File: config.mk
export PLATFORM = sky130hd
export DESIGN_NAME = sfa_alarms
export DESIGN_NICKNAME = d
export VERILOG_FILES = /design/src/logic/sfa_pkg.sv /design/src/logic/sfa_alarms.sv
export SDC_FILE = /design/constraint.sdc
export NUM_CORES = 1
export LEC_CHECK = 0
export BUFFER_PORTS_ARGS = -buffer_cell sky130_fd_sc_hd__clkbuf_2
export CORE_UTILIZATION = 30
export DETAILED_ROUTE_END_ITERATION = 10
export SETUP_SLACK_MARGIN = 0.1
export SLEW_MARGIN = 15
export SYNTH_ARGS = -nofsm -noshare
export SYNTH_HDL_FRONTEND = slang
export SYNTH_SLANG_ARGS = --single-unit
export TNS_END_PERCENT = 10
File: constraint.sdc
create_clock -name clk -period 4.8 [get_ports clk]
set_input_delay 0.24 -clock clk [delete_from_list [all_inputs] [get_ports clk]]
set_output_delay 0.24 -clock clk [all_outputs]
set_load 0.1 [all_outputs]
File: src/logic/sfa_pkg.sv
// Constants and types for the speed feedback and field loss alarm block
package sfa_pkg;
    // Register byte addresses
    localparam logic [7:0]  ADDR_CTRL     = 8'h00;
    localparam logic [7:0]  ADDR_TOL      = 8'h04;
    localparam logic [7:0]  ADDR_STATE    = 8'h08;
    localparam logic [7:0]  ADDR_IRQ_STAT = 8'h0C;
    localparam logic [7:0]  ADDR_IRQ_MASK = 8'h10;

    // Control register fields
    localparam int          CTRL_MISMATCH_TRIP_ON = 0;
    localparam int          CTRL_FIELD_TRIP_ON    = 1;
    localparam int          CTRL_FIELD_SUPPLY_ON  = 2;
    localparam int          CTRL_FIELD_WEAK_ON    = 3;
    localparam int          CTRL_SOURCE_LSB       = 4;
    localparam int          CTRL_TRIP_RESET       = 8;
    localparam logic [31:0] CTRL_RESET            = 32'h0000_0017;

    // Status and interrupt bit positions
    localparam int          ST_MISMATCH_ACTIVE = 0;
    localparam int          ST_MISMATCH_TRIP   = 1;
    localparam int          ST_FALLBACK        = 2;
    localparam int          ST_WARNING         = 3;
    localparam int          ST_FIELD_ACTIVE    = 4;
    localparam int          ST_FIELD_TRIP      = 5;
    localparam int          ST_DRIVE_TRIP      = 6;
    localparam int          IRQ_MISMATCH_TRIP  = 0;
    localparam int          IRQ_FALLBACK       = 1;
    localparam int          IRQ_FIELD_TRIP     = 2;
    localparam int          IRQ_WARNING        = 3;

    // Levels in units of 0.01 percent
    localparam logic [15:0] TOL_MAX          = 16'h2710;
    localparam logic [15:0] TOL_RESET        = 16'h1388;
    localparam logic [15:0] POLARITY_TOL     = 16'h07D0;
    localparam logic [15:0] TOTAL_LOSS_LEVEL = 16'h03E8;
    localparam logic [15:0] FIELD_LOSS_NORM  = 16'h07D0;
    localparam logic [15:0] FIELD_LOSS_WEAK  = 16'h01F4;

    // Alarm delays
    localparam int          CLK_HZ            = 10_000_000;
    localparam int          TRIP_DELAY_MS     = 400;
    localparam int          FALLBACK_DELAY_MS = 200;
    localparam int          FIELD_DELAY_MS    = 2000;
    localparam int          TRIP_CYCLES       = CLK_HZ / 1000 * TRIP_DELAY_MS;
    localparam int          FALLBACK_CYCLES   = CLK_HZ / 1000 * FALLBACK_DELAY_MS;
    localparam int          FIELD_CYCLES      = CLK_HZ / 1000 * FIELD_DELAY_MS;
    localparam int          TIMER_W           = 25;

    localparam logic [1:0]  RESP_OKAY   = 2'b00;
    localparam logic [1:0]  RESP_SLVERR = 2'b10;

    typedef enum logic [2:0] {
        SRC_ARMATURE  = 3'b000,
        SRC_TACHO     = 3'b001,
        SRC_ENCODER   = 3'b010,
        SRC_ENC_ARM   = 3'b011,
        SRC_ENC_TACHO = 3'b100
    } sfa_source_t;
endpackage : sfa_pkg
File: src/logic/sfa_alarms.sv
// Speed feedback mismatch and field loss alarms with an AXI4-Lite register slave
`timescale 1ns/1ps
`default_nettype none
module sfa_alarms
    import sfa_pkg::*;
#(
    parameter int TRIP_DELAY     = TRIP_CYCLES,
    parameter int FALLBACK_DELAY = FALLBACK_CYCLES,
    parameter int FIELD_DELAY    = FIELD_CYCLES
) (
    input  wire logic        clk,
    input  wire logic        reset,
    input  wire logic [7:0]  s_axi_awaddr,
    input  wire logic        s_axi_awvalid,
    output logic             s_axi_awready,
    input  wire logic [31:0] s_axi_wdata,
    input  wire logic [3:0]  s_axi_wstrb,
    input  wire logic        s_axi_wvalid,
    output logic             s_axi_wready,
    output logic [1:0]       s_axi_bresp,
    output logic             s_axi_bvalid,
    input  wire logic        s_axi_bready,
    input  wire logic [7:0]  s_axi_araddr,
    input  wire logic        s_axi_arvalid,
    output logic             s_axi_arready,
    output logic [31:0]      s_axi_rdata,
    output logic [1:0]       s_axi_rresp,
    output logic             s_axi_rvalid,
    input  wire logic        s_axi_rready,
    input  wire logic [15:0] sensorSpeed,
    input  wire logic [15:0] armatureSpeed,
    input  wire logic [15:0] fieldCurrent,
    input  wire logic        weakRegion,
    input  wire logic        startCommand,
    input  wire logic        inchRunCommand,
    output logic             driveTrip,
    output logic             useArmatureFeedback,
    output logic             mismatchWarningFlag,
    output logic             irq
);
    logic [50:0] pinMeta;
    logic [50:0] pinSync;
    logic [31:0] ctrl;
    logic [15:0] mismatchTolerance;
    logic [3:0]  irqStatus;
    logic [3:0]  irqMask;
    logic        mismatchTripLatched;
    logic        fallbackActive;
    logic        fieldTripLatched;
    logic        startPrev;
    logic        inchPrev;
    logic [31:0] wAddrData;
    logic [7:0]  wAddr;
    logic [3:0]  wStrb;
    logic [3:0]  cond;
    logic [3:0]  timerDone;
    logic        tripCond;
    logic        fallCond;
    logic [16:0] speedDiff;
    logic [16:0] absDiff;
    logic [15:0] absSensor;
    logic        reversed;
    logic        mismatch;
    logic        totalLoss;
    logic        fieldLow;
    logic        startRise;
    logic        inchRise;
    logic        doWrite;
    logic        tripReset;
    logic [31:0] stateWord;
    logic [31:0] next_rdata;
    logic [1:0]  next_rresp;
    sfa_source_t source;

    wire logic [15:0] sSensor   = pinSync[15:0];
    wire logic [15:0] sArmature = pinSync[31:16];
    wire logic [15:0] sField    = pinSync[47:32];
    wire logic        sWeak     = pinSync[48];
    wire logic        sStart    = pinSync[49];
    wire logic        sInch     = pinSync[50];
    wire logic        tripOn    = ctrl[CTRL_MISMATCH_TRIP_ON];
    wire logic        weakOn    = ctrl[CTRL_FIELD_WEAK_ON];
    wire logic        avOnly    = (source == SRC_ARMATURE);

    // Measurements arrive from the converters on their own timing, so the measurement and command pins are synchronised
    always_ff @(posedge clk) begin
        if (reset) begin
            pinMeta <= '0;
            pinSync <= '0;
        end else begin
            pinMeta <= {inchRunCommand, startCommand, weakRegion, fieldCurrent,
                        armatureSpeed, sensorSpeed};
            pinSync <= pinMeta;
        end
    end

    always_ff @(posedge clk) begin
        if (reset) begin
            startPrev <= 1'b0;
            inchPrev  <= 1'b0;
        end else begin
            startPrev <= sStart;
            inchPrev  <= sInch;
        end
    end
    assign startRise = sStart && !startPrev;
    assign inchRise  = sInch && !inchPrev;

    always_comb begin
        case (ctrl[CTRL_SOURCE_LSB +: 3])
            3'b001:  source = SRC_TACHO;
            3'b010:  source = SRC_ENCODER;
            3'b011:  source = SRC_ENC_ARM;
            3'b100:  source = SRC_ENC_TACHO;
            default: source = SRC_ARMATURE;
        endcase
    end

    // Speeds are signed, in 0.01 percent of full speed
    assign speedDiff = {sSensor[15], sSensor} - {sArmature[15], sArmature};
    assign absDiff   = speedDiff[16] ? 17'(-speedDiff) : speedDiff;
    assign absSensor = sSensor[15] ? 16'(-sSensor) : sSensor;
    assign mismatch  = absDiff > {1'b0, mismatchTolerance};
    assign reversed  = (sSensor[15] != sArmature[15]) && (sSensor != '0) && (sArmature != '0);
    assign totalLoss = absSensor < TOTAL_LOSS_LEVEL;
    assign fieldLow  = sField < (sWeak ? FIELD_LOSS_WEAK : FIELD_LOSS_NORM);

    // Fault judgement by source, polarity, severity and weakening state
    always_comb begin
        tripCond = 1'b0;
        fallCond = 1'b0;
        if (weakOn) begin
            if (avOnly || source == SRC_ENC_ARM) begin
                tripCond = sWeak;
            end
            if (!avOnly && (reversed || (totalLoss && sWeak))) begin
                tripCond = 1'b1;
            end
        end else if (!avOnly && !fallbackActive) begin
            if (reversed) begin
                if (mismatchTolerance > POLARITY_TOL || tripOn) begin
                    tripCond = 1'b1;
                end else begin
                    fallCond = 1'b1;
                end
            end else if (mismatch) begin
                tripCond = tripOn;
                fallCond = !tripOn;
            end
        end
    end

    assign cond[0] = tripCond;
    assign cond[1] = fallCond;
    assign cond[2] = fieldLow && ctrl[CTRL_FIELD_SUPPLY_ON];
    assign cond[3] = mismatch && !avOnly && !(weakOn && sWeak);

    genvar g;
    for (g = 0; g < 4; g++) begin : gTimer
        localparam logic [TIMER_W-1:0] LIM = TIMER_W'(g == 1 ? FALLBACK_DELAY :
                                                     g == 2 ? FIELD_DELAY : TRIP_DELAY);
        logic [TIMER_W-1:0] cnt;
        always_ff @(posedge clk) begin
            if (reset || !cond[g]) begin
                cnt <= '0;
            end else if (cnt != LIM) begin
                cnt <= cnt + 1'b1;
            end
        end
        assign timerDone[g] = cond[g] && (cnt == LIM);
    end

    // Latched alarm state; a new set beats a clear in the same cycle
    always_ff @(posedge clk) begin
        if (reset) begin
            mismatchTripLatched <= 1'b0;
            fieldTripLatched    <= 1'b0;
        end else begin
            mismatchTripLatched <= timerDone[0] || (mismatchTripLatched && !tripReset);
            fieldTripLatched    <= (timerDone[2] && ctrl[CTRL_FIELD_TRIP_ON])
                                   || (fieldTripLatched && !tripReset);
        end
    end

    always_ff @(posedge clk) begin
        if (reset) begin
            fallbackActive      <= 1'b0;
            mismatchWarningFlag <= 1'b0;
        end else begin
            fallbackActive      <= timerDone[1] || (fallbackActive && !startRise);
            mismatchWarningFlag <= timerDone[3]
                                   || (mismatchWarningFlag && !startRise && !inchRise);
        end
    end

    always_ff @(posedge clk) begin
        if (reset) begin
            driveTrip           <= 1'b0;
            useArmatureFeedback <= 1'b0;
            irq                 <= 1'b0;
        end else begin
            driveTrip           <= mismatchTripLatched || fieldTripLatched;
            useArmatureFeedback <= avOnly || fallbackActive;
            irq                 <= |(irqStatus & irqMask);
        end
    end

    // AXI4-Lite write path: address and data taken in either order
    assign doWrite   = !s_axi_awready && !s_axi_wready && !s_axi_bvalid;
    assign tripReset = doWrite && wAddr == ADDR_CTRL && wStrb[1]
                       && wAddrData[CTRL_TRIP_RESET];

    always_ff @(posedge clk) begin
        if (reset) begin
            s_axi_awready <= 1'b1;
            s_axi_wready  <= 1'b1;
            s_axi_bvalid  <= 1'b0;
            s_axi_bresp   <= RESP_OKAY;
            wAddr         <= '0;
            wAddrData     <= '0;
            wStrb         <= '0;
        end else begin
            if (s_axi_awvalid && s_axi_awready) begin
                wAddr         <= s_axi_awaddr;
                s_axi_awready <= 1'b0;
            end
            if (s_axi_wvalid && s_axi_wready) begin
                // Lanes travel with the data: the master may move wstrb once W is taken
                wAddrData    <= s_axi_wdata;
                wStrb        <= s_axi_wstrb;
                s_axi_wready <= 1'b0;
            end
            if (doWrite) begin
                s_axi_bvalid <= 1'b1;
                s_axi_bresp  <= (wAddr <= ADDR_IRQ_MASK && wAddr[1:0] == 2'b00)
                                ? RESP_OKAY : RESP_SLVERR;
            end
            if (s_axi_bvalid && s_axi_bready) begin
                s_axi_bvalid  <= 1'b0;
                s_axi_awready <= 1'b1;
                s_axi_wready  <= 1'b1;
            end
        end
    end

    // Only the low byte lanes carry fields; the trip reset bit never stores
    always_ff @(posedge clk) begin
        if (reset) begin
            ctrl              <= CTRL_RESET;
            mismatchTolerance <= TOL_RESET;
            irqMask           <= '0;
        end else if (doWrite) begin
            if (wAddr == ADDR_CTRL && wStrb[0]) begin
                ctrl <= {24'h00_0000, 1'b0, wAddrData[6:0]};
            end
            if (wAddr == ADDR_TOL && wStrb[1:0] == 2'b11) begin
                // Out of range values saturate rather than being refused
                mismatchTolerance <= (wAddrData[15:0] > TOL_MAX) ? TOL_MAX
                                     : wAddrData[15:0];
            end
            if (wAddr == ADDR_IRQ_MASK && wStrb[0]) begin
                irqMask <= wAddrData[3:0];
            end
        end
    end

    always_ff @(posedge clk) begin
        if (reset) begin
            irqStatus <= '0;
        end else begin
            irqStatus <= ((doWrite && wAddr == ADDR_IRQ_STAT && wStrb[0])
                          ? irqStatus & ~wAddrData[3:0] : irqStatus)
                         | {timerDone[3], timerDone[2] && ctrl[CTRL_FIELD_TRIP_ON],
                            timerDone[1], timerDone[0]};
        end
    end

    // AXI4-Lite read path
    assign stateWord = {25'h000_0000, driveTrip, fieldTripLatched, cond[2],
                        mismatchWarningFlag, fallbackActive, mismatchTripLatched, cond[3]};

    always_comb begin
        next_rresp = RESP_OKAY;
        case (s_axi_araddr)
            ADDR_CTRL:     next_rdata = ctrl;
            ADDR_TOL:      next_rdata = {16'h0000, mismatchTolerance};
            ADDR_STATE:    next_rdata = stateWord;
            ADDR_IRQ_STAT: next_rdata = {28'h000_0000, irqStatus};
            ADDR_IRQ_MASK: next_rdata = {28'h000_0000, irqMask};
            default: begin
                next_rdata = '0;
                next_rresp = RESP_SLVERR;
            end
        endcase
    end

    always_ff @(posedge clk) begin
        if (reset) begin
            s_axi_arready <= 1'b1;
            s_axi_rvalid  <= 1'b0;
            s_axi_rdata   <= '0;
            s_axi_rresp   <= RESP_OKAY;
        end else if (s_axi_arvalid && s_axi_arready) begin
            s_axi_arready <= 1'b0;
            s_axi_rvalid  <= 1'b1;
            s_axi_rdata   <= next_rdata;
            s_axi_rresp   <= next_rresp;
        end else if (s_axi_rvalid && s_axi_rready) begin
            s_axi_rvalid  <= 1'b0;
            s_axi_arready <= 1'b1;
        end
    end
endmodule : sfa_alarms
`default_nettype wire

==> flow_summary.json, run 1 <==
{
  "avgRoutedWirePerCell_um": 13.7,
  "clock_insertion_delay_worst_skew_ps": 580,
  "grt_pass1_vias": 10300,
  "synth.ff_latch_count": 287,
  "chipWidth_um": 211,
  "grt_overflow": 0,
  "largest_voltage_drop_on_the_vdd_net_mv": 0.285,
  "power_after_layout_mw": 6.14,
  "top_level_ports": 155,
  "power_per_cell_area_mw_per_mm2": 372,
  "endpoint_kind": "flip-flop",
  "initial_core_util_pct": 30.4,
  "synth_seq_area_share_pct": 43.9,
  "setup_violations": 0,
  "place_area_mm2": 0.0144,
  "postSynth.asyncResetShare_pct": 0,
  "final_core_occ_pct": 38.4,
  "worst-setup-path-type": "flip-flop to flip-flop",
  "number_of_sinks_driven_by_the_clock_tree": 287,
  "post_route_design_area_mm2": 0.0165,
  "core_area_mm2": 0.0431,
  "detail_route.first_pass.iterations": 5,
  "drv_slew": 0,
  "required_time_of_the_critical_path_ps": 5260,
  "areaGrowthSynthToFinish_pct": 26.3,
  "cts_tree": "yes",
  "grt_start_max_net_pins": 105,
  "hold_fails_final_rpt": 0,
  "run_status": "completed",
  "timing.critical_path.arrival_ps": 5150,
  "cts-root-buf": "sky130_fd_sc_hd__clkbuf_16",
  "wirelength_um": 31600,
  "hold_class": "input port to flip-flop",
  "timing.final.crit_period_ps": 4680,
  "synthesis.area_per_instance_um2": 8.86,
  "antenna_found_initial": 1,
  "grt_setup_unrepaired": "yes",
  "yosys_warnings": 0,
  "finalClockSkew_ps": 27.9,
  "first_pass_grt_wire_length_um": 51200,
  "synth-main-ff-cell": "sky130_fd_sc_hd__dfxtp_1",
  "detailedPlacementHpwl_um": 22100,
  "clk_transition_reported_paths_ps": 60,
  "routed_via_density": 4.65,
  "cts.htree.levels": 1,
  "multi_input_comb_area_mm2": 0.00691,
  "drc": 0,
  "rows": 76,
  "die_boundary_height_um": 211,
  "syn_area_mm2": 0.0131,
  "die_area_mm2": 0.0445,
  "globalplace.congestion": 0.845,
  "placement.io_buffers": 116,
  "design.final.nets": 1855,
  "cts_made_buffers": 31,
  "synth_edf_count": 0,
  "synth_cell_types": 83,
  "postSynthCellCount": 1477,
  "proportion_of_layout_cells_with_a_drive_suffix_above_1_pct": 16.2,
  "post-route-period-util_pct": 97.6,
  "achievable-frequency_mhz": 214,
  "timing.critical_path.from_type": "flip-flop",
  "seqCellArea_mm2": 0.00575,
  "timing_worst_slew_pin_value_ps": 1120,
  "slew_headroom_pct": 25.4,
  "fillers": 4311,
  "critical_path_peak_fanout": 5,
  "cts_buffer_depth": 3,
  "static-leakage-power_nw": 6.26,
  "route.antenna.remaining_nets": 0,
  "cap_viol_max_count": 0,
  "detailroute.via_count": 10700,
  "first_iter_violations": 729,
  "grt_use_total_pct": 14.0
}
-- placed cells by master (no fill, tap or decap), types with 18 or more instances in the layout --
| cell | Yosys | layout |
|---|---|---|
| sky130_fd_sc_hd__dlygate4sd3_1 | 0 | 80 |
| sky130_fd_sc_hd__conb_1 | 1 | 18 |
| sky130_fd_sc_hd__ha_1 | 44 | 43 |
| sky130_fd_sc_hd__dfxtp_1 | 287 | 285 |
| sky130_fd_sc_hd__and3_1 | 23 | 23 |
| sky130_fd_sc_hd__nor3_1 | 60 | 57 |
| sky130_fd_sc_hd__nand3_1 | 58 | 58 |
| sky130_fd_sc_hd__clkbuf_16 | 0 | 31 |
| sky130_fd_sc_hd__xor2_1 | 63 | 63 |
| sky130_fd_sc_hd__a21oi_1 | 63 | 63 |
| sky130_fd_sc_hd__buf_4 | 18 | 39 |
| sky130_fd_sc_hd__nand4_1 | 29 | 29 |
| sky130_fd_sc_hd__inv_1 | 57 | 56 |
| sky130_fd_sc_hd__o21ai_0 | 33 | 25 |
| sky130_fd_sc_hd__xnor2_1 | 51 | 51 |
| sky130_fd_sc_hd__clkbuf_2 | 1 | 115 |
| sky130_fd_sc_hd__nand2_1 | 150 | 149 |
| sky130_fd_sc_hd__nor2_4 | 19 | 19 |
| sky130_fd_sc_hd__nor2_1 | 143 | 143 |
| sky130_fd_sc_hd__nor2b_1 | 109 | 109 |
-- sequential cells by signal, indices dropped and copies added (netlist names), 2 cells and up --
name               cells
irqStatus              4
ctrl                   7
wAddr                  8
wStrb                  2
gTimer.cnt           100
s_axi_rdata           16
irqMask                4
mismatchTolerance     16
pinMeta               49
wAddrData             16
pinSync               49
-- repair_timing --
action                                  CTS  global route
endpoints found under the setup margin   54            81
pin swaps                                15            11
cloned                                    2             0
hold endpoints to repair                 80             0
resized for setup                        16            23
buffers inserted                          7             4
hold buffers                             80             0
-- stage by stage --
stage,cells,setup slack (ps),hold WS (ps),TNS (ps)
2_1_floorplan,1494,117,340,0
3_3_place_gp,2159,-61.3,423,-1210
3_5_place_dp,2159,-174,424,-3920
4_1_cts,2301,60.4,12.8,0
5_1_grt,2306,-116,42.5,-3800
6_report,2306,116,44.6,0
-- layer usage --
metal,up-vias,global-route usage (%),share of wire (%)
met4,0,4.82,2.6
met2,194,24.0,47
met5,-,0,0
met3,53,2.22,4.3
met1,4995,17.9,46
li1,5486,-,-
-- power breakdown --
group          internal (mW)  switching (mW)  leakage [nW]  total, mW
registers               2.46          0.0536          2.34       2.51
logic                  0.542           0.653          3.41       1.20
clock network           1.47           0.964         0.510       2.43
total                   4.47            1.67          6.26       6.14
-- synthesized netlist by cell type, types with 42 or more instances --
cell type                  instances  area (µm²)
sky130_fd_sc_hd__a21oi_1          63         315
sky130_fd_sc_hd__clkbuf_1         42         158
sky130_fd_sc_hd__dfxtp_1         287        5750
sky130_fd_sc_hd__ha_1             44         551
sky130_fd_sc_hd__inv_1            57         214
sky130_fd_sc_hd__nand2_1         150         563
sky130_fd_sc_hd__nand3_1          58         290
sky130_fd_sc_hd__nor2_1          143         537
sky130_fd_sc_hd__nor2b_1         109         682
sky130_fd_sc_hd__nor3_1           60         300
sky130_fd_sc_hd__xnor2_1          51         447
sky130_fd_sc_hd__xor2_1           63         552
-- layout make-up --
class	instances	area share, %
clock buffer	41	5.23
timing repair buffer	245	11.4
multi-input combinational	1078	41.8
sequential	287	34.8
clock inverter	12	1.05
tap	585	4.43
inverter	57	1.29
antenna	1	0.0151
-- kinds of logic after synthesis --
family          count (synthesis)  share of synthesized area, %
buf+inv                       129                          4.74
compound gates                210                          11.0
xor+xnor                      114                          7.63
other cells                     1                        0.0287
simple gates                  680                          27.5
flops                         287                          43.9
mux                            11                         0.851
fa+ha+maj                      45                          4.36
-- worst paths after layout --
path,from,to,slack [ps],cells after the start
worst max-delay path,pinSync[0],gTimer[0].cnt[6],120,23
worst min-delay path,s_axi_awvalid,wAddr[0],40,3
worst max register to register,pinSync[0],gTimer[0].cnt[6],120,23
worst min register to register,pinMeta[1],pinSync[1],430,1
-- worst max-delay path, cell delays in order, from the launching register on --
cell and delay (ps):
sky130_fd_sc_hd__dfxtp_2 330, sky130_fd_sc_hd__inv_2 40, sky130_fd_sc_hd__ha_4 150, sky130_fd_sc_hd__fa_2 330, sky130_fd_sc_hd__and2b_2 260, sky130_fd_sc_hd__o2111ai_2 160, sky130_fd_sc_hd__and2_4 180, sky130_fd_sc_hd__o211ai_1 240
sky130_fd_sc_hd__nand4_1 220, sky130_fd_sc_hd__or2_4 300, sky130_fd_sc_hd__o31ai_4 170, sky130_fd_sc_hd__xnor2_1 160, sky130_fd_sc_hd__ha_1 280, sky130_fd_sc_hd__nand4_1 120, sky130_fd_sc_hd__nor3_2 70, sky130_fd_sc_hd__a21boi_1 130
sky130_fd_sc_hd__a2111o_1 330, sky130_fd_sc_hd__o311ai_2 230, sky130_fd_sc_hd__a21oi_1 120, sky130_fd_sc_hd__a41oi_2 200, sky130_fd_sc_hd__o22a_2 240, sky130_fd_sc_hd__buf_4 160, sky130_fd_sc_hd__buf_16 130, sky130_fd_sc_hd__nor2_4 40
Power figures use the tool's default switching activity.
==> run 2, diff against run 1 <==
- CORE_UTILIZATION: 30 -> 46
- PLACE_DENSITY: default -> 0.65
- clock period: 4.8 -> 5 ns (I/O delays scaled with it)
==> flow_summary.json, run 2 (synthesis gave the netlist of run 1 again) <==
{
  "grt_setup_unrepaired": "no",
  "top_level_ports": 155,
  "die_boundary_height_um": 171,
  "design.final.nets": 1841,
  "globalplace.congestion": 0.866,
  "core_area_mm2": 0.0279,
  "critPathBufInv": 5,
  "route.antenna.remaining_nets": 0,
  "post-route-period-util_pct": 95.1,
  "clock_power_share_pct": 38.7,
  "final_core_occ_pct": 57.8,
  "diodes": 0,
  "largest_registers": "gTimer.cnt (100), pinMeta (49), pinSync (49)",
  "first_pass_grt_wire_length_um": 48600,
  "regToRegEndpoint": "gTimer[0].cnt[8]",
  "fin_worst_hold_slack_ps": 39.4,
  "timing.critical_path.from_type": "flip-flop",
  "place_ws_ps": -15.3,
  "post_layout_nonfiller_instances": 2086,
  "routed_via_density": 5.11,
  "timing.final.ws_setup_ps": 247,
  "grt_pass1_vias": 10000,
  "fillers": 2432,
  "setup_violations": 0,
  "die_area_mm2": 0.0291,
  "detail_route.first_pass.iterations": 5,
  "placed_cells": 1937,
  "drv_slew": 0,
  "endpoint_kind": "flip-flop",
  "reg_with_most_ffs": "gTimer.cnt",
  "timing_worst_slew_pin_value_ps": 968,
  "power.sequential.fraction_pct": 42.2,
  "timing.final.crit_period_ps": 4750,
  "critical_path_peak_fanout": 6,
  "finalClockSkew_ps": 33.6,
  "multi_input_comb_area_mm2": 0.00689,
  "hold_class": "input port to flip-flop",
  "largest_reg_flops": 100,
  "cts_tree": "yes",
  "cap_viol_max_count": 0,
  "placement.io_buffers": 116,
  "antenna_found_initial": 0,
  "switching_share_pct": 27.3,
  "critPathMaxStageDelay_ps": 390,
  "power_switching_mw": 1.56,
  "avgRoutedWirePerCell_um": 14.3,
  "largest_voltage_drop_on_the_vdd_net_mv": 0.251,
  "critical_path.endpoint": "gTimer[0].cnt[8]",
  "grt_start_max_net_pins": 116,
  "cp-startpoint": "pinSync[0]",
  "static-leakage-power_nw": 6.15,
  "critical_path.top_delay_family": "compound AO/OA/AOI/OAI gates",
  "cts_made_buffers": 30,
  "required_time_of_the_critical_path_ps": 5460,
  "achievable-frequency_mhz": 210,
  "first_iter_violations": 843,
  "proportion_of_layout_cells_with_a_drive_suffix_above_1_pct": 15.2,
  "rows": 61,
  "critical_path.reg2reg.startpoint": "pinSync[0]",
  "drc": 0,
  "chipWidth_um": 171,
  "initial_core_util_pct": 47.0,
  "seqCellArea_mm2": 0.00575,
  "setup.reg_to_reg.worst_slack_ps": 250,
  "worstSetupPathDepth": 25,
  "detailedPlacementHpwl_um": 20000,
  "layout_commonest_cell": "sky130_fd_sc_hd__dfxtp_1",
  "grt_overflow": 0,
  "timing.critical_path.arrival_ps": 5220,
  "hold_fails_final_rpt": 0,
  "clock_insertion_delay_worst_skew_ps": 570,
  "comb_power_share_pct": 19.0,
  "cts-root-buf": "sky130_fd_sc_hd__clkbuf_16",
  "detailroute.via_count": 10700,
  "tns_ps": 0,
  "areaGrowthSynthToFinish_pct": 23.1,
  "worst-setup-path-type": "flip-flop to flip-flop",
  "cts_buffer_depth": 3,
  "run_status": "completed",
  "slew_headroom_pct": 35.5,
  "timing.critical_path.slowest_stage_cell": "sky130_fd_sc_hd__fa_2",
  "cts.htree.levels": 1,
  "wirelength_um": 29800,
  "final_cell_mix": "285 x sky130_fd_sc_hd__dfxtp_1, 149 x sky130_fd_sc_hd__nand2_1, 143 x sky130_fd_sc_hd__nor2_1, 115 x sky130_fd_sc_hd__clkbuf_2, 109 x sky130_fd_sc_hd__nor2b_1",
  "grt_use_total_pct": 20.2,
  "worstRegToRegCells": 25,
  "hold_path_startpoint": "s_axi_awvalid",
  "internal_power_mw": 4.15,
  "number_of_sinks_driven_by_the_clock_tree": 287,
  "power_per_cell_area_mw_per_mm2": 354,
  "clk_transition_reported_paths_ps": 60
}
## run 2: how the worst min path moves through the flow
| stage | end | slack, ps | cells past startpoint |
|---|---|---|---|
| 2_1_floorplan | s_axi_wready | 350 | 1 |
| 3_3_place_gp | pinSync[1] | 420 | 1 |
| 3_5_place_dp | pinSync[17] | 420 | 1 |
| 4_1_cts | s_axi_awready | 10 | 2 |
| 5_1_grt | s_axi_awready | 50 | 2 |
| 6_report | s_axi_awready | 40 | 2 |
## run 2: power groups by stage
| stage | Clock, mW | Sequential [mW] | Combinational [mW] |
|---|---|---|---|
| floorplan | 0 | 2.48 | 0.686 |
| global placement | 0 | 2.46 | 0.906 |
| detailed placement | 0 | 2.46 | 0.923 |
| CTS | 2.27 | 2.41 | 1.01 |
| global route | 2.37 | 2.42 | 1.20 |
| finish | 2.21 | 2.41 | 1.08 |
## run 2: what timing repair did
item / in CTS / in global routing
endpoints found under the hold margin: 80 / 0
resized for setup: 5 / 26
cloned: 1 / 4
hold buffers: 79 / 0
pin swaps: 0 / 15
setup buffers: 1 / 10
endpoints found under the setup margin: 25 / 80
## run 2: metal layers
layer | vias to the layer above | part of all wire [%] | global-route usage (%)
met5 | - | 0 | 0
li1 | 5458 | - | -
met4 | 0 | 1.9 | 4.94
met1 | 4947 | 48 | 28.0
met3 | 44 | 4.6 | 2.48
met2 | 208 | 46 | 33.4
## run 2: layout make-up
cell class | instances | share of cell area [%]
repair buffers | 232 | 11.2
inverters | 57 | 1.33
clock buffers | 46 | 5.22
well taps | 378 | 2.94
multi-input cells | 1078 | 42.7
clock inverters | 8 | 0.909
flip-flops and latches | 287 | 35.7
## run 2: stage by stage
step / power (mW) / instance area (µm²)
2_1_floorplan: 3.17 / 13200
3_3_place_gp: 3.36 / 14000
3_5_place_dp: 3.38 / 14000
4_1_cts: 5.69 / 15800
5_1_grt: 5.99 / 16100
6_report: 5.70 / 16100
